**config.mk**
```make
export PLATFORM = sky130hd
export DESIGN_NAME = rct_timer
export DESIGN_NICKNAME = d
export VERILOG_FILES = /design/src/design/rct_pkg.sv /design/src/design/rct_timer.sv
export SDC_FILE = /design/constraint.sdc
export NUM_CORES = 1
export LEC_CHECK = 0
export BUFFER_PORTS_ARGS = -buffer_cell sky130_fd_sc_hd__clkbuf_2
export CAP_MARGIN = 30
export CORE_ASPECT_RATIO = 1.5
export CORE_MARGIN = 10
export CORE_UTILIZATION = 45
export DETAILED_ROUTE_END_ITERATION = 8
export GPL_TIMING_DRIVEN = 0
export HOLD_SLACK_MARGIN = 0.06
export PLACE_DENSITY = 0.68
export SETUP_SLACK_MARGIN = 0.02
export SLEW_MARGIN = 30
export SYNTH_ARGS = -nofsm -noshare
export SYNTH_HDL_FRONTEND = slang
export SYNTH_SLANG_ARGS = --single-unit
```
**constraint.sdc**
```tcl
create_clock -name mclk -period 9.9 [get_ports mclk]
set_input_delay 0.99 -clock mclk [delete_from_list [all_inputs] [get_ports mclk]]
set_output_delay 0.99 -clock mclk [all_outputs]
set_load 0.02 [all_outputs]
```
**src/design/rct_pkg.sv**
```systemverilog
// package for the reload/capture timer: register map, field positions, types
// assumes a plain register port with 32-bit data and byte addresses
package rct_pkg;
	// ----------------------------------------
	// register offsets
	// ----------------------------------------
	localparam logic [7:0] OFF_CONTROL = 8'h00;
	localparam logic [7:0] OFF_MODE = 8'h04;
	localparam logic [7:0] OFF_RELOAD = 8'h08;
	localparam logic [7:0] OFF_COUNT = 8'h10;
	localparam logic [7:0] OFF_CLEAR = 8'h18;
	localparam logic [7:0] OFF_IRQ_EN = 8'h1c;
	// ----------------------------------------
	// control fields
	// ----------------------------------------
	localparam int CTL_CAP_RL = 0;
	localparam int CTL_CT = 1;
	localparam int CTL_RUN = 2;
	localparam int CTL_EXEN = 3;
	localparam int CTL_EXF = 6;
	localparam int CTL_OVF = 7;
	localparam int CTL_INSEL_LO = 8;
	localparam int CTL_TRSEL_LO = 10;
	// ----------------------------------------
	// mode fields
	// ----------------------------------------
	localparam int MOD_UPDN = 0;
	localparam int MOD_PRE_LO = 1;
	localparam int MOD_PRESCALER_ENABLE = 4;
	localparam int MOD_EDGE = 5;
	localparam int MOD_XSTART = 6;
	localparam int MOD_XEDGE = 7;
	// ----------------------------------------
	// clear and enable fields
	// ----------------------------------------
	localparam int CLR_EXF = 6;
	localparam int CLR_OVF = 7;
	localparam int IEN_EXF = 0;
	localparam int IEN_OVF = 1;
	// ----------------------------------------
	// values and counts
	// ----------------------------------------
	localparam logic [31:0] RESET_VALUE = 32'h0000_0000;
	localparam logic [15:0] CNT_ALL_ONES = 16'hffff;
	localparam logic [15:0] CNT_ZERO = 16'h0000;
	localparam logic [15:0] CNT_ONE = 16'h0001;
	localparam logic [6:0] PRE_ONE = 7'h01;
	localparam logic [3:0] FIX_DIV12_LAST = 4'hb;
	localparam logic [3:0] FIX_DIV_ZERO = 4'h0;
	localparam logic [3:0] FIX_DIV_ONE = 4'h1;
	typedef struct packed {
		logic [3:0] count_src;
		logic [3:0] trig_src;
	} rct_pins_s;
endpackage

```
**src/design/rct_timer.sv**
```systemverilog
// reload/capture timer with 16-bit counter, prescaler, input muxes, flags
// assumes synchronous inputs and a master that never waits for the slave
// How it works
// - select 0 reloads counter from reload value on overflow or enabled trigger edge
// - select 1 with events enabled captures counter on the trigger edge
// - timer select picks internal clock or falling edges of count input
// - run bit 2 stops counter at 0, lets it count at 1
// - external enable bit 3 gates trigger edges for reload, capture and flag; 0 ignores them, external start does not
// - external flag bit 6 sets on enabled trigger edge, sticky
// - overflow flag bit 7 sets on overflow or underflow, sticky
// - count select field picks one of four count sources
// - trigger select field picks one of four trigger sources
// - up/down enable lets trigger level set direction, else up only
// - prescaler field divides clock by two to the power of code
// - prescaler enable off uses fixed divider, on uses prescaler
// - edge select picks falling (0) or rising (1) trigger edge
// - external start sets run bit on edge chosen by start edge bit
// - software writes to reload value beat hardware capture
// - counter is software accessible, write wins, advances only when running
// - writing 1 to clear bits 6 or 7 clears the matching flag
// - interrupt enable holds external enable bit 0, overflow enable bit 1
// - reserved bits read as zero
// - external count samples each clock, counts on high then low
// - down count underflows at reload value, flags and reloads all ones
// - capture mode counts up, overflow flags and reloads zero
// - capture in an increment cycle stores the incremented value
module rct_timer (
	// clock and reset
	input wire logic mclk,
	input wire logic rst_n,
	// register port
	input wire logic [7:0] reg_addr,
	input wire logic [31:0] reg_wdata,
	input wire logic reg_write,
	input wire logic reg_read,
	output logic [31:0] reg_rdata,
	// external inputs
	input wire rct_pkg::rct_pins_s pins,
	// fixed divider choice: 1 selects divide by 2, 0 divide by 12
	input wire logic fix_div2_sel,
	// status
	output logic irq_reg,
	output logic [15:0] count_out_reg
);
	// ----------------------------------------
	// registers
	// ----------------------------------------
	logic cap_rl_reg;
	logic ct_reg;
	logic run_reg;
	logic exen_reg;
	logic exf_reg;
	logic ovf_reg;
	logic [1:0] insel_reg;
	logic [1:0] trsel_reg;
	logic updn_reg;
	logic [2:0] pre_reg;
	logic prescaler_enable_reg;
	logic edge_reg;
	logic xstart_reg;
	logic xedge_reg;
	logic [15:0] rc_reg;
	logic [15:0] cnt_reg;
	logic [1:0] ien_reg;
	logic cin_prev_reg;
	logic tin_prev_reg;
	logic [6:0] pre_cnt_reg;
	logic [3:0] fix_cnt_reg;

	function automatic logic pick(input logic [3:0] src, input logic [1:0] sel);
		pick = src[sel];
	endfunction

	function automatic logic hit(input logic [7:0] a, input logic [7:0] off, input logic wr);
		hit = wr && (a == off);
	endfunction

	// ----------------------------------------
	// input selection and edges
	// ----------------------------------------
	logic cin;
	logic tin;
	logic cin_fall;
	logic tin_rise;
	logic tin_fall;
	logic trig_edge;
	logic start_edge;
	logic ext_ev;
	assign cin = pick(pins.count_src, insel_reg);
	assign tin = pick(pins.trig_src, trsel_reg);

	always_ff @(posedge mclk or negedge rst_n) begin
		if (!rst_n) begin
			cin_prev_reg <= 1'b0;
			tin_prev_reg <= 1'b0;
		end else begin
			cin_prev_reg <= cin;
			tin_prev_reg <= tin;
		end
	end

	assign cin_fall = cin_prev_reg && !cin;
	assign tin_rise = !tin_prev_reg && tin;
	assign tin_fall = tin_prev_reg && !tin;
	assign trig_edge = edge_reg ? tin_rise : tin_fall;
	assign start_edge = xedge_reg ? tin_rise : tin_fall;
	assign ext_ev = exen_reg && trig_edge;

	// ----------------------------------------
	// count clock
	// ----------------------------------------
	logic pre_tick;
	logic fix_tick;
	logic int_tick;
	logic tick;
	logic [6:0] pre_last;
	logic [3:0] fix_last;
	localparam logic [6:0] PRE_ONE_W = rct_pkg::PRE_ONE;
	assign pre_last = 7'((PRE_ONE_W << pre_reg) - PRE_ONE_W);
	assign pre_tick = (pre_cnt_reg >= pre_last);
	assign fix_last = fix_div2_sel ? rct_pkg::FIX_DIV_ONE : rct_pkg::FIX_DIV12_LAST;
	assign fix_tick = (fix_cnt_reg >= fix_last);
	assign int_tick = prescaler_enable_reg ? pre_tick : fix_tick;
	assign tick = run_reg && (ct_reg ? cin_fall : int_tick);

	always_ff @(posedge mclk or negedge rst_n) begin
		if (!rst_n) begin
			pre_cnt_reg <= '0;
		end else if (pre_tick) begin
			pre_cnt_reg <= '0;
		end else begin
			pre_cnt_reg <= 7'(pre_cnt_reg + PRE_ONE_W);
		end
	end

	always_ff @(posedge mclk or negedge rst_n) begin
		if (!rst_n) begin
			fix_cnt_reg <= rct_pkg::FIX_DIV_ZERO;
		end else if (fix_tick) begin
			fix_cnt_reg <= rct_pkg::FIX_DIV_ZERO;
		end else begin
			fix_cnt_reg <= 4'(fix_cnt_reg + rct_pkg::FIX_DIV_ONE);
		end
	end

	// ----------------------------------------
	// counter next value
	// ----------------------------------------
	logic down;
	logic ovf_ev;
	logic unf_ev;
	logic [15:0] cnt_next;
	logic do_capture;
	assign down = updn_reg && !tin && !cap_rl_reg;
	assign ovf_ev = tick && !down && (cnt_reg == rct_pkg::CNT_ALL_ONES);
	assign unf_ev = tick && down && (cnt_reg == rc_reg);
	assign do_capture = cap_rl_reg && ext_ev;

	always_comb begin
		cnt_next = cnt_reg;
		if (unf_ev) begin
			cnt_next = rct_pkg::CNT_ALL_ONES;
		end else if (ovf_ev) begin
			cnt_next = cap_rl_reg ? rct_pkg::CNT_ZERO : rc_reg;
		end else if (tick) begin
			cnt_next = down ? 16'(cnt_reg - rct_pkg::CNT_ONE) : 16'(cnt_reg + rct_pkg::CNT_ONE);
		end
		if (!cap_rl_reg && ext_ev) begin
			cnt_next = rc_reg;
		end
	end

	always_ff @(posedge mclk or negedge rst_n) begin
		if (!rst_n) begin
			cnt_reg <= rct_pkg::RESET_VALUE[15:0];
		end else if (hit(reg_addr, rct_pkg::OFF_COUNT, reg_write)) begin
			cnt_reg <= reg_wdata[15:0];
		end else begin
			cnt_reg <= cnt_next;
		end
	end

	always_ff @(posedge mclk or negedge rst_n) begin
		if (!rst_n) begin
			rc_reg <= rct_pkg::RESET_VALUE[15:0];
		end else if (hit(reg_addr, rct_pkg::OFF_RELOAD, reg_write)) begin
			rc_reg <= reg_wdata[15:0];
		end else if (do_capture) begin
			rc_reg <= cnt_next;
		end
	end

	// ----------------------------------------
	// control register
	// ----------------------------------------
	logic wr_ctl;
	assign wr_ctl = hit(reg_addr, rct_pkg::OFF_CONTROL, reg_write);

	always_ff @(posedge mclk or negedge rst_n) begin
		if (!rst_n) begin
			cap_rl_reg <= 1'b0;
			ct_reg <= 1'b0;
			exen_reg <= 1'b0;
			insel_reg <= 2'h0;
			trsel_reg <= 2'h0;
		end else if (wr_ctl) begin
			cap_rl_reg <= reg_wdata[rct_pkg::CTL_CAP_RL];
			ct_reg <= reg_wdata[rct_pkg::CTL_CT];
			exen_reg <= reg_wdata[rct_pkg::CTL_EXEN];
			insel_reg <= reg_wdata[rct_pkg::CTL_INSEL_LO +: 2];
			trsel_reg <= reg_wdata[rct_pkg::CTL_TRSEL_LO +: 2];
		end
	end

	always_ff @(posedge mclk or negedge rst_n) begin
		if (!rst_n) begin
			run_reg <= 1'b0;
		end else if (xstart_reg && start_edge) begin
			run_reg <= 1'b1;
		end else if (wr_ctl) begin
			run_reg <= reg_wdata[rct_pkg::CTL_RUN];
		end
	end

	// ----------------------------------------
	// sticky flags, set wins over clear
	// ----------------------------------------
	logic wr_clr;
	assign wr_clr = hit(reg_addr, rct_pkg::OFF_CLEAR, reg_write);

	always_ff @(posedge mclk or negedge rst_n) begin
		if (!rst_n) begin
			exf_reg <= 1'b0;
		end else if (ext_ev) begin
			exf_reg <= 1'b1;
		end else if (wr_clr && reg_wdata[rct_pkg::CLR_EXF]) begin
			exf_reg <= 1'b0;
		end
	end

	always_ff @(posedge mclk or negedge rst_n) begin
		if (!rst_n) begin
			ovf_reg <= 1'b0;
		end else if (ovf_ev || unf_ev) begin
			ovf_reg <= 1'b1;
		end else if (wr_clr && reg_wdata[rct_pkg::CLR_OVF]) begin
			ovf_reg <= 1'b0;
		end
	end

	// ----------------------------------------
	// mode and enable registers
	// ----------------------------------------
	always_ff @(posedge mclk or negedge rst_n) begin
		if (!rst_n) begin
			updn_reg <= 1'b0;
			pre_reg <= 3'h0;
			prescaler_enable_reg <= 1'b0;
			edge_reg <= 1'b0;
			xstart_reg <= 1'b0;
			xedge_reg <= 1'b0;
		end else if (hit(reg_addr, rct_pkg::OFF_MODE, reg_write)) begin
			updn_reg <= reg_wdata[rct_pkg::MOD_UPDN];
			pre_reg <= reg_wdata[rct_pkg::MOD_PRE_LO +: 3];
			prescaler_enable_reg <= reg_wdata[rct_pkg::MOD_PRESCALER_ENABLE];
			edge_reg <= reg_wdata[rct_pkg::MOD_EDGE];
			xstart_reg <= reg_wdata[rct_pkg::MOD_XSTART];
			xedge_reg <= reg_wdata[rct_pkg::MOD_XEDGE];
		end
	end

	always_ff @(posedge mclk or negedge rst_n) begin
		if (!rst_n) begin
			ien_reg <= 2'h0;
		end else if (hit(reg_addr, rct_pkg::OFF_IRQ_EN, reg_write)) begin
			ien_reg <= reg_wdata[1:0];
		end
	end

	// ----------------------------------------
	// outputs
	// ----------------------------------------
	always_ff @(posedge mclk or negedge rst_n) begin
		if (!rst_n) begin
			irq_reg <= 1'b0;
			count_out_reg <= 16'h0000;
		end else begin
			irq_reg <= (exf_reg && ien_reg[rct_pkg::IEN_EXF]) ||
				(ovf_reg && ien_reg[rct_pkg::IEN_OVF]);
			count_out_reg <= cnt_reg;
		end
	end

	// ----------------------------------------
	// read path
	// ----------------------------------------
	logic [31:0] rd_next;
	always_comb begin
		rd_next = 32'h0000_0000;
		unique case (reg_addr)
			rct_pkg::OFF_CONTROL: begin
				rd_next[rct_pkg::CTL_CAP_RL] = cap_rl_reg;
				rd_next[rct_pkg::CTL_CT] = ct_reg;
				rd_next[rct_pkg::CTL_RUN] = run_reg;
				rd_next[rct_pkg::CTL_EXEN] = exen_reg;
				rd_next[rct_pkg::CTL_EXF] = exf_reg;
				rd_next[rct_pkg::CTL_OVF] = ovf_reg;
				rd_next[rct_pkg::CTL_INSEL_LO +: 2] = insel_reg;
				rd_next[rct_pkg::CTL_TRSEL_LO +: 2] = trsel_reg;
			end
			rct_pkg::OFF_MODE: begin
				rd_next[rct_pkg::MOD_UPDN] = updn_reg;
				rd_next[rct_pkg::MOD_PRE_LO +: 3] = pre_reg;
				rd_next[rct_pkg::MOD_PRESCALER_ENABLE] = prescaler_enable_reg;
				rd_next[rct_pkg::MOD_EDGE] = edge_reg;
				rd_next[rct_pkg::MOD_XSTART] = xstart_reg;
				rd_next[rct_pkg::MOD_XEDGE] = xedge_reg;
			end
			rct_pkg::OFF_RELOAD: rd_next[15:0] = rc_reg;
			rct_pkg::OFF_COUNT: rd_next[15:0] = cnt_reg;
			rct_pkg::OFF_IRQ_EN: rd_next[1:0] = ien_reg;
			default: rd_next = 32'h0000_0000;
		endcase
	end

	always_ff @(posedge mclk or negedge rst_n) begin
		if (!rst_n) begin
			reg_rdata <= 32'h0000_0000;
		end else if (reg_read) begin
			reg_rdata <= rd_next;
		end else begin
			reg_rdata <= 32'h0000_0000;
		end
	end
endmodule

```
Yosys cells after proc, flatten, opt, wreduce, memory -nomap -nowiden --
Cells that the tools add are included.
Storage, ports and cells: memories 0, RAM bits 0, logic and storage cells 110, memory bits (read-only) 0, register bits after elaboration 114, input bits 53, output and inout bits 49, latch bits 0
Operators by class: add/subtract/negate cells 5, $lt $le $gt $ge 4, muxes and demuxes 33, multipliers 0, shifts and indexed selects 1, reduce and logical (&&, ||, !) cells 36, bitwise gates (word level) 0, div/mod/pow operators 0, equality and inequality tests 7
Operators with widths (number):
- 16-bit 2-to-1 mux | 10
- 8-bit by 5-bit == test with 1-bit output (second input constant) | 3
- 1-bit logical AND | 24
- 16-bit by 1-bit adder with 16-bit output (second input constant) | 1
- 16-bit == test | 1
- 16-bit == test (second input constant) | 1
- 2-bit case mux with 4 select lines | 2
- 16-bit by 1-bit subtractor with 16-bit output (second input constant) | 1
- 1-bit 2-to-1 mux | 12
- 4-bit case mux with 3 select lines | 1
- 2-bit case mux with 5 select lines | 1
- 8-bit by 3-bit == test with 1-bit output (second input constant) | 1
- 8-bit by 4-bit == test with 1-bit output (second input constant) | 1
- 8-bit logical NOT | 1
- 4-bit 2-to-1 mux | 2
- 4-bit case mux with 2 select lines | 1
- 2-bit nonzero test | 4
- 7-bit by 1-bit adder with 7-bit output (second input constant) | 1
- 7-bit greater-or-equal comparator | 1
- 7-bit 2-to-1 mux | 1
- 1-bit by 3-bit << shifter with 7-bit output (first input constant) | 1
- 7-bit by 1-bit subtractor with 7-bit output (second input constant) | 1
- 2-bit by 3-bit less-than comparator with 1-bit output (second input constant) | 2
- 2-bit case mux with 3 select lines | 1
- 5 further kinds | 11

Depth between registers and ports, before layout --
Gate-level depths: netlist of run 1.
depth after elaboration 13, gate-level depth with buffers 14, gate-level depth less buffers 12

Worst setup path before layout of run 1 --
Ideal clock, no wire load.
path kind input to register, start in pins[3] in the netlist's numbering, end reg cnt_reg[13], required time 9.774 ns, stages on the path 13, arrival time 4.329 ns, path buffers 1, setup time 0.126 ns, setup slack 5.445 ns, cell sequence mux4_2 > or3b_1 > buf_6 > inv_1 > ha_1 > a211oi_1 > o21ai_1 > o221a_2 > or2_2 > a311oi_1 > o311ai_4 > o21ai_0 > a21oi_1
On the way: longest elaborated chain between the ends 12, elaborated cells between the ends (all ways) 21, those cells by class mux (9); reduce/logical (12)
RTL lines:
- from (decl) | line rct_timer.sv:38 | input wire rct_pkg::rct_pins_s pins,
- 1-bit binary-select mux with 2-bit select (*) | line rct_timer.sv:71 | pick = src[sel];
- 1-bit 2-to-1 mux (implied by the code) (*) | line rct_timer.sv:71
- 1-bit logical NOT | line rct_timer.sv:104, rct_timer.sv:154
- 1-bit logical AND (2 in series) | line rct_timer.sv:154 | assign down = updn_reg && !tin && !cap_rl_reg;
- 1-bit logical NOT | line rct_timer.sv:155 | assign ovf_ev = tick && !down && (cnt_reg == rct_pkg::CNT_ALL_ONES);
- 1-bit logical AND (2 in series) | line rct_timer.sv:155
- 16-bit 2-to-1 mux | line rct_timer.sv:163 | end else if (ovf_ev) begin
- 16-bit 2-to-1 mux | line rct_timer.sv:161 | if (unf_ev) begin
- 16-bit 2-to-1 mux (*) | line rct_timer.sv:168 | if (!cap_rl_reg && ext_ev) begin
- 16-bit 2-to-1 mux (*) | line rct_timer.sv:176 | end else if (hit(reg_addr, rct_pkg::OFF_COUNT, reg_write)) begin
- to (signal assigned) | line rct_timer.sv:175 | cnt_reg <= rct_pkg::RESET_VALUE[15:0];
- to (signal assigned) | line rct_timer.sv:177 | cnt_reg <= reg_wdata[15:0];
- to (signal assigned) | line rct_timer.sv:179 | cnt_reg <= cnt_next;
- to (decl) | line rct_timer.sv:63 | logic [15:0] cnt_reg;
Every way passes the cells marked *; elsewhere a longest branch is shown, timed or not. The select of a mux whose other input is x is not followed. A chain may end at the register's enable or synchronous reset.

Final worst setup path of run 1 --
start in pins[3] in the netlist's numbering, end reg rc_reg[15]
On the way: longest elaborated chain between the ends 13, elaborated cells between the ends (all ways) 24, those cells by class mux (10); reduce/logical (14)
RTL lines:
- 1-bit binary-select mux with 2-bit select (*) | line rct_timer.sv:71
- 1-bit 2-to-1 mux (implied by the code) (*) | line rct_timer.sv:71
- named net tin | line rct_timer.sv:82 | logic tin;
- 1-bit logical NOT | line rct_timer.sv:104, rct_timer.sv:154
- 1-bit logical AND (2 in series) | line rct_timer.sv:154
- 1-bit logical NOT | line rct_timer.sv:155
- 1-bit logical AND (2 in series) | line rct_timer.sv:155
- 16-bit 2-to-1 mux | line rct_timer.sv:163
- 16-bit 2-to-1 mux | line rct_timer.sv:161
- 16-bit 2-to-1 mux | line rct_timer.sv:168
- 16-bit 2-to-1 mux | line rct_timer.sv:188 | end else if (do_capture) begin
- 16-bit 2-to-1 mux | line rct_timer.sv:186 | end else if (hit(reg_addr, rct_pkg::OFF_RELOAD, reg_write)) begin
- to (signal assigned) | line rct_timer.sv:185 | rc_reg <= rct_pkg::RESET_VALUE[15:0];
- to (signal assigned) | line rct_timer.sv:187 | rc_reg <= reg_wdata[15:0];
- to (signal assigned) | line rct_timer.sv:189 | rc_reg <= cnt_next;
- to (decl) | line rct_timer.sv:62 | logic [15:0] rc_reg;
The timed path passes the listed nets; every way through them passes the cells marked *. The select of a mux whose other input is x is not followed.

==> results by group, run 1 <==
Setup path
  – Worst reg2reg path depth: 13
  – CP max stage delay: 0.57 ns
  – Setup crit start kind: primary input
  – Crit path max-delay family: compound AO/OA/AOI/OAI gates
  – Crit Path Class: in2reg
  – CP endpoint kind: flop
  – Slowest CP cell: mux4_2
  – CP cell instances: clkbuf_2 -> mux4_2 -> or3b_1 -> buf_6 -> inv_1 -> ha_1 -> a211oi_1 -> o21ai_1 -> o221a_2 -> o211ai_2 -> a2111oi_0 -> a311o_1 -> nor3_1 -> o31ai_1
  – CP required: roughly 10 ns
  – Crit path DAT: roughly 5.0 ns
  – CP max FO: 17
  – Cell depth of the worst setup path: 14
  – WP buf/inv: 3

STA
  – Final setup vio count: 0
  – Max_slew headroom: 0.527
  – Setup TNS Final: 0 ns
  – Max Clock Skew: 0.0114 ns
  – Tightest Pin Transition: approximately 0.7 ns
  – Slew Limit Fails: 0
  – RSZ-0062 raised after global routing: false
  – Post-layout minimum cycle time: approximately 4.8 ns
  – Final Cycle Share: 0.488
  – Hold WS: ~0.39 ns
  – Achievable Freq: slightly above 200 MHz
  – Final hold vios: 0

Drt
  – Vias per Instance: 5.96
  – DR iter-0 viols: 353
  – TritonRoute pass-1 iters: 5
  – Vias: slightly above 5,000
  – Wire per inst: 20.9 um
  – Final wirelength: 18.1 mm
  – Post-route ant nets: 0
  – DRC violations left: 0

CTS
  – Clock Pin Slew Worst Setup and Hold Paths: 0.07 ns
  – Hold_buf cts: 0
  – Sink Count: 98
  – Cts repair resizes: 0
  – TritonCTS buffer count: 9
  – CTS tree: yes
  – CTS max path bufs: 2
  – H-tree Lvls: 3
  – Clock Tree Root: clkbuf_16
  – Latest clock arrival within the worst-skew pair: ~0.35 ns
  – Post-CTS Repair Setup Buffers: 0

Floorplanning
  – Die W: 115 um
  – Die area: 18,600 um^2
  – Die height: 162 um
  – Boundary Pins: about 100
  – Starting Density: 0.464
  – Area of the core: 13,100 um^2
  – FP Rows: between 50 and 60

GRT
  – Initial antenna violation count: 0
  – GR Overflow Total: 0
  – Largest net degree at the start of global routing: 66
  – Number of global-route vias before repair: between 5,000 and 6,000
  – First-pass GRT wire length: between 20 and 30 mm
  – Tot GR Track Use: 0.195

Synthesis
  – Yosys warning count: 0
  – Post-synth ARST share: 1.00
  – Post-synthesis sequential area ratio: 0.404
  – Top_reg_cell synth: dfrtp_1
  – Avg Inst Size Synth: around 10 um^2
  – Post-Synthesis Cells: approximately 600
  – Yosys cell types: between 70 and 80
  – Mapped Area: between 6000 and 7000 um^2
  – Register bit total from synthesis: between 90 and 100
  – Number of flops mapped to enable cells by yosys: 0

Placement
  – PortBufs: 67
  – RD Place Congestion: about 0.95
  – Post-DP HPWL: between 10 and 15 mm

Min path
  – Min-Delay Path Class: reg2reg
  – Worst Hold Depth: 0

Status
  – Status: completed

Cells and area
  – Commonest non-fill, non-tap cell in the layout: dfrtp_1
  – N_diodes: 0
  – Share of layout cells above drive strength 1: 0.222
  – Final #Nets: a little under 800
  – Commonest cells after routing, fill and taps aside: dfrtp_1 (98), clkbuf_2 (66), nand2_1 (55), nor2_1 (52), a21oi_1 (47)
  – Register area: approximately 2500 um^2
  – Final Core Density: 0.535
  – Area of the multi-input gates: ~3400 um^2
  – Synth-to-Final Area Change: 15.3%
  – Filler Cell Count: between 1,000 and 1,500

Power and ir drop
  – Static leakage: 0.00337 uW
  – Max VDD drop: a little over 100 uV
  – Pwr dens: approximately 210 nW/um^2

Run
  – Max_cap viols: 0
-- cell usage after synthesis, drive strengths merged (3+ instances only) --
library cell / number / share of area
mux2i: 22 / 0.036
a21oi: 48 / 0.041
a21o: 8 / 0.0099
o31a: 3 / 0.0043
a22oi: 12 / 0.015
nor4: 8 / 0.0093
buf: 29 / 0.034
o31ai: 5 / 0.0062
ha: 25 / 0.052
nand4: 8 / 0.0082
a21boi: 3 / 0.0037
o211ai: 6 / 0.0091
clkbuf: 15 / 0.0093
mux2: 20 / 0.037
and2: 4 / 0.0045
a211o: 4 / 0.0058
o311ai: 13 / 0.047
o21a: 3 / 0.0037
nand2: 55 / 0.034
nor3: 7 / 0.0085
o21ai: 49 / 0.040
nand2b: 5 / 0.0052
nor2: 53 / 0.033
xnor2: 10 / 0.014
dfrtp: 98 / 0.40
nor2b: 7 / 0.0072
nand3: 9 / 0.0082
xor2: 23 / 0.033
a211oi: 4 / 0.0058
inv: 12 / 0.0074
and3: 7 / 0.0072
-- through the flow --
step | cells | instance area, um^2 | setup WS [ns] | total power (uW)
2_1_floorplan | 625 | 6130 | 5.45 | 938
3_3_place_gp | 851 | 6660 | 4.86 | 1080
3_5_place_dp | 852 | 6700 | 4.78 | 1110
4_1_cts | 867 | 7000 | 5.13 | 1470
5_1_grt | 867 | 7000 | 4.83 | 1550
6_report | 867 | 7000 | 5.07 | 1470
-- final timing paths --
check                              from          endpoint  slack [ns]
max                             pins[3]        rc_reg[15]        5.07
min                          cnt_reg[0]  count_out_reg[0]        0.39
max reg2reg                trsel_reg[0]        rc_reg[15]        5.35
min reg2reg                  cnt_reg[0]  count_out_reg[0]        0.39
max in group asynchronous         rst_n       cnt_reg[14]        8.75
min in group asynchronous         rst_n    pre_cnt_reg[0]        0.54
-- worst reg2reg max path: stages, from the launching register on --
cell and delay [ns]:
dfrtp_1 0.39, mux4_2 0.62, or3b_1 0.43, buf_6 0.16
inv_1 0.42, ha_1 0.36, a211oi_1 0.25, o21ai_1 0.22
o221a_2 0.37, o211ai_2 0.35, a2111oi_0 0.19, a311o_1 0.37
nor3_1 0.20, o31ai_1 0.10
-- kinds of logic after synthesis --
group,count (synthesis),synth area share
compound gates,174,0.216
xor+xnor,33,0.0476
fa+ha+maj,26,0.0548
buf+inv,56,0.0503
flops,98,0.404
mux,44,0.0808
other cells,1,0.000618
simple gates,178,0.145
-- area by class of cell --
type	instances	share of cell area
buffer	44	0.0372
clock inverter	4	0.00733
clock buffer	11	0.0361
tap	159	0.0284
multi-input combinational	471	0.481
inverter	12	0.00643
sequential	98	0.350
timing repair buffer	68	0.0531
-- report_power, final --
part / switching (uW) / total [uW] / internal [uW]
logic: 314 / 538 / 224
clock network: 150 / 358 / 208
registers: 98.5 / 571 / 473
-- per-layer routing --
metal | share of wire | wire (um) | GRT usage
met5 | 0 | 0 | 0
met2 | 0.54 | 9760 | 0.356
met3 | 0.060 | 1080 | 0.0372
met1 | 0.36 | 6440 | 0.202
met4 | 0.047 | 856 | 0.108
Power figures use the tool's default switching activity.
==> run 2: changes to the inputs <==
--- a/config.mk
+++ b/config.mk
@@ -13,7 +13,7 @@
 export DETAILED_ROUTE_END_ITERATION = 8
 export GPL_TIMING_DRIVEN = 0
 export HOLD_SLACK_MARGIN = 0.06
-export PLACE_DENSITY = 0.68
+export PLACE_DENSITY = 0.71
 export SETUP_SLACK_MARGIN = 0.02
 export SLEW_MARGIN = 30
 export SYNTH_ARGS = -nofsm -noshare
==> constraint.sdc (replaced) <==
create_clock -name mclk -period 4.4 [get_ports mclk]
set_input_delay 0.44 -clock mclk [delete_from_list [all_inputs] [get_ports mclk]]
set_output_delay 0.44 -clock mclk [all_outputs]
set_load 0.02 [all_outputs]
==> run 2 against run 1 <==
- combinational power increased by 120%
- clock skew decreased by 0.0060 ns
- power increased by 130%
- critical path depth decreased by 1
- sequential power increased by 130%
- clock power increased by 130%
- clock-buffer cell count increased by 2
- critical endpoint unchanged
- largest cell class unchanged
==> results by group, run 2 (same netlist as run 1, synthesis figures left out) <==
Setup path
  – Setup crit start kind: flop
  – Crit path DAT: 4.37 ns (-0.67 ns)
  – CP endpoint kind: flop
  – CP cell instances: mux4_2 -> or3b_1 -> buf_6 -> clkinvlp_4 -> ha_1 -> a211oi_1 -> o21ai_2 -> o221a_2 -> o211ai_4 -> a2111oi_1 -> a311o_1 -> nor3_1 -> o31ai_1
  – Slowest CP cell: mux4_2
  – CP max stage delay: 0.60 ns (+0.03 ns)
  – Crit Path Class: reg2reg
  – CP required: 4.61 ns (-5.50 ns)
  – Reg-to-reg startpoint: trsel_reg[0]
  – Worst flop-to-flop path endpoint: rc_reg[15]
  – CP max FO: 12 (-5)
  – Worst reg2reg path depth: 13 (unchanged)
  – Flop2flop setup slack: 0.24 ns (-5.11 ns)

Floorplanning
  – Die area: 18,600 um^2 (unchanged)
  – FP Rows: 51 (unchanged)
  – Boundary Pins: 102 (unchanged)
  – Die height: 162 um (unchanged)
  – Die W: 115 um (unchanged)
  – Starting Density: 0.464 (unchanged)
  – Area of the core: 13,100 um^2 (unchanged)

Min path
  – Min-Delay Path Class: in2reg
  – Worst Hold Depth: 3 (+3)
  – Hold path start: reg_wdata[15]
  – Hold Path Sink: rc_reg[15]

Cells and area
  – Commonest non-fill, non-tap cell in the layout: dfrtp_1
  – Register area: 2450 um^2 (unchanged)
  – Share of layout cells above drive strength 1: 0.228 (+0.00654)
  – Area of the multi-input gates: 3390 um^2 (+0.74%)
  – Commonest cells after routing, fill and taps aside: dfrtp_1 (98), clkbuf_2 (66), nand2_1 (55), nor2_1 (52), a21oi_1 (47)
  – N_diodes: 0 (unchanged)
  – Non-Filler Instances: 873 (+0.69%)
  – Final Core Density: 0.541 (+0.00622)
  – Synth-to-Final Area Change: 16.7%
  – Final #Nets: 788 (+0.64%)
  – Filler Cell Count: 1,162 (-0.17%)

Drt
  – Post-route ant nets: 0 (unchanged)
  – TritonRoute pass-1 iters: 5 (unchanged)
  – Wire per inst: 20.9 um (about the same)
  – DRC violations left: 0 (unchanged)
  – DR iter-0 viols: 359 (+1.7%)
  – Vias per Instance: 5.99 (+0.41%)
  – Final wirelength: 18.3 mm (+0.72%)
  – Vias: 5,225 (+1.1%)

STA
  – Post-layout minimum cycle time: 4.16 ns
  – Max Clock Skew: 0.00538 ns (-0.00601 ns)
  – Final setup vio count: 0 (unchanged)
  – RSZ-0062 raised after global routing: false
  – Final hold vios: 0 (unchanged)
  – Tightest Pin Transition: 0.747 ns (+0.0369 ns)
  – Slew Limit Fails: 0 (unchanged)
  – Final Cycle Share: 0.945
  – Achievable Freq: 240 MHz
  – Max_slew headroom: 0.498 (-0.0284)

GRT
  – Met3 Track Usage GR: 0.0398 (+0.00258)
  – GR peak layer: met2
  – First-pass GRT wire length: 29.2 mm (+0.76%)
  – Tot GR Track Use: 0.198 (+0.00235)
  – GR Overflow Total: 0 (unchanged)
  – M1 GR Usage: 0.202 (about the same)
  – Largest net degree at the start of global routing: 59 (-11%)
  – GR met2 Demand/Resource: 0.358 (+0.00232)
  – Number of global-route vias before repair: 5,547 (+0.58%)
  – Initial antenna violation count: 0 (unchanged)

Power and ir drop
  – Max VDD drop: 155 uV (+51%)
  – Net switching power: 1270 uW (+130%)
  – Clock power frac: 0.251 (+0.007)
  – Switching share of power: 0.382 (-0.00142)
  – Seq pwr share: 0.388 (about the same)
  – Static leakage: 0.00339 uW (+0.66%)
  – Pwr dens: 471 nW/um^2 (+120%)
  – Combinational share of power: 0.361 (-0.006)
  – P_int: 2060 uW (+130%)

Run
  – Max_cap viols: 0 (unchanged)

Placement
  – Placed cells: 852 (unchanged)
  – Post-DP HPWL: 14.2 mm (+0.70%)
  – RD Place Congestion: 0.950 (-0.14%)
  – PortBufs: 67 (unchanged)

CTS
  – Sink Count: 98 (unchanged)
  – CTS max path bufs: 2 (unchanged)
  – Latest clock arrival within the worst-skew pair: 0.35 ns (about the same)
  – Clock Tree Root: clkbuf_16
  – TritonCTS buffer count: 9 (unchanged)
  – Clock Pin Slew Worst Setup and Hold Paths: 0.07 ns (about the same)
  – H-tree Lvls: 3 (unchanged)
  – CTS tree: yes

Status
  – Status: completed
==> run 2: cell types whose count changed in the layout (fill, tap and decap cells not counted), sizes merged <==
cell         delta
clkbuf          +2
clkinvlp        +1
buf             +4
inv             -1
dlygate4sd3     +1
clkinv          -1
==> run 2: power groups by stage <==
stage / sequential [uW] / combinational [uW] / clock [uW]
after floorplan: 1280 / 831 / 0
after global placement: 1300 / 1150 / 0
after detailed placement: 1300 / 1200 / 0
after CTS: 1290 / 1200 / 840
after global routing: 1310 / 1330 / 889
final: 1290 / 1200 / 836
==> run 2: layer usage <==
metal,part of all wire,vias to the layer above
li1,-,2393
met1,0.36,2552
met2,0.53,212
met3,0.055,68
met4,0.054,0
met5,0,-
==> run 2: timing repair <==
action                                  in CTS  in global routing
hold buffers                                 1                  0
hold endpoints to repair                    40                  0
cloned                                       0                  0
pin swaps                                    0                  0
endpoints found under the setup margin       5                  9
setup buffers                                0                  4
gates resized for setup                      1                  5
==> run 2: worst max-delay path, delay by kind of cell, from the launching register on <==
kind / cells / cell delay, ns
AOI/OAI and AO/OA: 7 / 1.77
buffers and inverters: 2 / 0.35
muxes: 1 / 0.60
adders and majority gates: 1 / 0.28
and+or+nand+nor: 2 / 0.61
DFF: 1 / 0.39
==> run 2: worst max path at each step <==
stage,to,depth (start not counted),start
detailed placement,cnt_reg[15],14,pins[3]
floorplan,cnt_reg[13],13,pins[3]
global placement,cnt_reg[15],14,pins[0]
CTS,cnt_reg[15],13,trsel_reg[0]
global route,rc_reg[15],13,trsel_reg[0]
finish,rc_reg[15],13,trsel_reg[0]
==> run 2: through the flow <==
step / setup slack, ns / instance area [um^2] / TNS [ns] / hold slack, ns / power [uW]
6_report: 0.242 / 7080 / 0 / 0.326 / 3330
4_1_cts: 0.0614 / 7030 / 0 / 0.325 / 3330
5_1_grt: 0.118 / 7080 / 0 / 0.327 / 3520
3_3_place_gp: -0.107 / 6660 / -0.332 / 0.354 / 2450
2_1_floorplan: 0.495 / 6130 / 0 / 0.144 / 2110
3_5_place_dp: -0.197 / 6700 / -0.705 / 0.359 / 2500
==> run 2: final cells by class <==
type                       count  share of cell area
multi-input combinational    471               0.479
sequential                    98               0.346
timing repair buffer          73              0.0581
clock buffer                  13              0.0382
buffer                        44              0.0367
tap                          159              0.0281
inverter                      12             0.00689
clock inverter                 3             0.00654
==> run 3: changes to the inputs <==
--- a/config.mk
+++ b/config.mk
@@ -5,6 +5,7 @@
 export SDC_FILE = /design/constraint.sdc
 export NUM_CORES = 1
 export LEC_CHECK = 0
+export ABC_AREA = 1
 export BUFFER_PORTS_ARGS = -buffer_cell sky130_fd_sc_hd__clkbuf_2
 export CAP_MARGIN = 30
 export CORE_ASPECT_RATIO = 1.5
@@ -13,7 +14,7 @@
 export DETAILED_ROUTE_END_ITERATION = 8
 export GPL_TIMING_DRIVEN = 0
 export HOLD_SLACK_MARGIN = 0.06
-export PLACE_DENSITY = 0.71
+export PLACE_DENSITY = 0.7
 export SETUP_SLACK_MARGIN = 0.02
 export SLEW_MARGIN = 30
 export SYNTH_ARGS = -nofsm -noshare
==> run 3 against run 2 <==
- sequential power up 3%
- largest power group is now combinational cells
- combinational power grew 23%
- synthesized area rose by 8.3%
- sequential share of layout area fell by 2.2 points
- register-to-register slack better by 1.3 ns
- clock-buffer cell count stayed put
- global-route usage down 1.1 points
- critical endpoint is now cnt_reg[9]
- setup slack gained 1.3 ns
==> results by group, run 3 <==
Status
  – Status: completed

Setup path
  – CP cell instances: inv_2 -> nand2_1 -> inv_2 -> nand2_4 -> inv_2 -> ha_1 -> or2_2 -> nand3b_1 -> nand2_1 -> nand2_1 -> nand3b_1 -> nand2_1 -> nor2_1 -> nor2_1 -> nand2_2 -> nand3_1 -> nand2_1
  – CP max FO: 15 (+3)
  – Crit path DAT: 3.11 ns (-1.26 ns)
  – Most used cell, CP: nand2_1
  – Crit path capture: cnt_reg[9]
  – Flop2flop setup slack: 1.53 ns (+1.29 ns)
  – Setup crit start kind: flop
  – Reg-to-reg startpoint: cap_rl_reg
  – Worst flop-to-flop path endpoint: cnt_reg[9]
  – Slowest CP cell: dfrtp_1
  – Crit Path Class: reg2reg
  – Crit path launch: cap_rl_reg
  – CP required: 4.64 ns (+0.03 ns)
  – Worst reg2reg path depth: 17 (+4)
  – CP endpoint kind: flop
  – CP max stage delay: 0.46 ns (-0.14 ns)

STA
  – Final setup vio count: 0 (unchanged)
  – Achievable Freq: 349 MHz (+45%)
  – Max_slew headroom: 0.539 (+0.0410)
  – Post-layout minimum cycle time: 2.87 ns (-1.29 ns)
  – Slew Limit Fails: 0 (unchanged)
  – Hold WS: 0.307 ns (-0.0190 ns)
  – Final Cycle Share: 0.652 (-0.293)
  – Final hold vios: 0 (unchanged)
  – Max Clock Skew: 0.00792 ns (+0.00254 ns)
  – RSZ-0062 raised after global routing: false
  – Worst setup margin: 1.53 ns (+1.29 ns)
  – Tightest Pin Transition: 0.691 ns (-0.0557 ns)
  – Setup TNS Final: 0 ns (unchanged)

Drt
  – Wire per inst: 15.5 um (-26%)
  – TritonRoute pass-1 iters: 5 (unchanged)
  – DRC violations left: 0 (unchanged)
  – Vias per Instance: 5.04 (-16%)
  – DR iter-0 viols: 426 (+19%)
  – Vias: 6,110 (+17%)
  – Post-route ant nets: 0 (unchanged)
  – Final wirelength: 18.8 mm (+3.1%)

CTS
  – Post-CTS Repair Setup Buffers: 0 (unchanged)
  – TritonCTS buffer count: 9 (unchanged)
  – Cts repair resizes: 0 (-1)
  – H-tree Lvls: 3 (unchanged)
  – Clock Tree Root: clkbuf_16
  – Clock Pin Slew Worst Setup and Hold Paths: 0.07 ns (about the same)
  – Sink Count: 98 (unchanged)
  – CTS max path bufs: 2 (unchanged)
  – Hold_buf cts: 1 (unchanged)
  – Latest clock arrival within the worst-skew pair: 0.35 ns (about the same)
  – CTS tree: yes

Cells and area
  – Share of layout cells above drive strength 1: 0.185 (-0.0434)
  – Register area: 2450 um^2 (unchanged)
  – Area of the multi-input gates: 3380 um^2 (-0.44%)
  – Synth-to-Final Area Change: 15.0%
  – Commonest cells after routing, fill and taps aside: nand2_1 (281), inv_1 (121), dfrtp_1 (98), nor2_1 (89), clkbuf_2 (68)
  – Final #Nets: 1,091 (+38%)
  – N_diodes: 0 (unchanged)
  – Commonest non-fill, non-tap cell in the layout: nand2_1
  – Filler Cell Count: 1,469 (+26%)

Synthesis
  – Mapped Area: 6580 um^2 (+8.3%)
  – Top_reg_cell synth: dfrtp_1
  – Post-synth ARST share: 1.00 (unchanged)
  – Number of flops mapped to enable cells by yosys: 0 (unchanged)
  – Yosys cell types: 48 (-35%)
  – Most frequent cell after synthesis: nand2_1
  – Register bit total from synthesis: 98 (unchanged)
  – Yosys warning count: 0 (unchanged)
  – Synth top cells by count: nand2_1 (281), inv_1 (121), dfrtp_1 (98)
  – Post-synthesis sequential area ratio: 0.373 (-0.0311)
  – Synth top area share: 0.373 (-0.0311)
  – Avg Inst Size Synth: 7.19 um^2 (-28%)
  – Post-synth top area cell: dfrtp_1
  – Ranking of synthesized cells by area: dfrtp_1 (37%), nand2_1 (16%), inv_1 (6.9%)
  – Post-Synthesis Cells: 915 (+50%)

GRT
  – First-pass GRT wire length: 30.1 mm (+3.2%)
  – Tot GR Track Use: 0.186 (-0.0111)
  – Largest net degree at the start of global routing: 80 (+36%)
  – Number of global-route vias before repair: 6,061 (+9.3%)
  – GR Overflow Total: 0 (unchanged)
  – Initial antenna violation count: 0 (unchanged)

Floorplanning
  – Boundary Pins: 102 (unchanged)
  – Starting Density: 0.455 (-0.00916)
  – Area of the core: 14,500 um^2 (+11%)
  – Die height: 168 um (+3.6%)
  – FP Rows: 54 (+5.9%)
  – Die area: 19,900 um^2 (+7.1%)
  – Die W: 119 um (+3.4%)

Power and ir drop
  – Max VDD drop: 255 uV (+64%)
  – Pwr dens: 474 nW/um^2 (+0.67%)
  – Static leakage: 0.00414 uW (+22%)

Placement
  – Post-DP HPWL: 14.9 mm (+4.8%)
  – Pre-CTS setup slack: 1.58 ns (+1.77 ns)
  – PortBufs: 69 (+3.0%)
  – RD Place Congestion: 0.929 (-2.2%)

Min path
  – Min-Delay Path Class: in2reg

Run
  – Max_cap viols: 0 (unchanged)
run 3: cell count changes after synthesis, moves of 13 or more:
cell,change
o21ai_1,-14
inv_2,+18
mux2_2,-20
nand2_1,+226
a21oi_1,-28
nor2_1,+37
o22ai_1,+21
nand2_2,+13
inv_1,+109
nand3_1,+48
mux2i_1,-22
run 3: cells by family after synthesis:
family | synth area share
AND/OR/NAND/NOR | 0.352
buffers and inverters | 0.122
flip-flops | 0.373
AO/OA/AOI/OAI | 0.0790
adder cells (fa/ha/maj) | 0.0506
XOR/XNOR | 0.0226
other | 0.000570
run 3: metal layers:
layer	share of wire	GRT usage
met1	0.37	0.192
met2	0.56	0.363
met3	0.037	0.0248
met4	0.033	0.0799
met5	0	0
run 3: worst min path at each step:
| stage | depth (start not counted) | endpoint | slack [ns] | startpoint |
|---|---|---|---|---|
| 2_1_floorplan | 0 | cap_rl_reg | 0.14 | rst_n |
| 3_3_place_gp | 1 | fix_cnt_reg[0] | 0.48 | fix_cnt_reg[0] |
| 3_5_place_dp | 1 | count_out_reg[11] | 0.32 | rst_n |
| 4_1_cts | 3 | cnt_reg[0] | 0.31 | reg_wdata[0] |
| 5_1_grt | 3 | cnt_reg[8] | 0.33 | reg_wdata[8] |
| 6_report | 3 | cnt_reg[0] | 0.31 | reg_wdata[0] |
run 3: metrics by stage:
| step | power, uW | util | area [um^2] | instances |
|---|---|---|---|---|
| floorplan | 2370 | - | 6630 | 930 |
| global placement | 2780 | 0.500 | 7220 | 1195 |
| detailed placement | 2810 | 0.502 | 7260 | 1196 |
| CTS | 3590 | 0.523 | 7560 | 1213 |
| global route | 3830 | 0.523 | 7560 | 1213 |
| finish | 3580 | 0.523 | 7560 | 1213 |
run 3: cell type report:
cell class / count / area share
tap: 196 / 0.0324
sequential: 98 / 0.324
buffer: 34 / 0.0351
clock inverter: 3 / 0.00281
clock buffer: 13 / 0.0357
multi-input combinational: 656 / 0.447
inverter: 142 / 0.0710
timing repair buffer: 71 / 0.0518
run 3: power breakdown:
part | switching (uW) | total, uW | internal, uW
combinational | 933 | 1470 | 538
clock | 352 | 784 | 432
sequential | 227 | 1330 | 1100
total | 1510 | 3580 | 2070
run 3: worst max-delay path, delay by kind of cell (launching register included):
| kind | cells | cell delay, ns |
|---|---|---|
| fa+ha+maj | 1 | 0.33 |
| simple gates | 13 | 1.39 |
| buf+inv | 3 | 0.57 |
| flops | 1 | 0.46 |
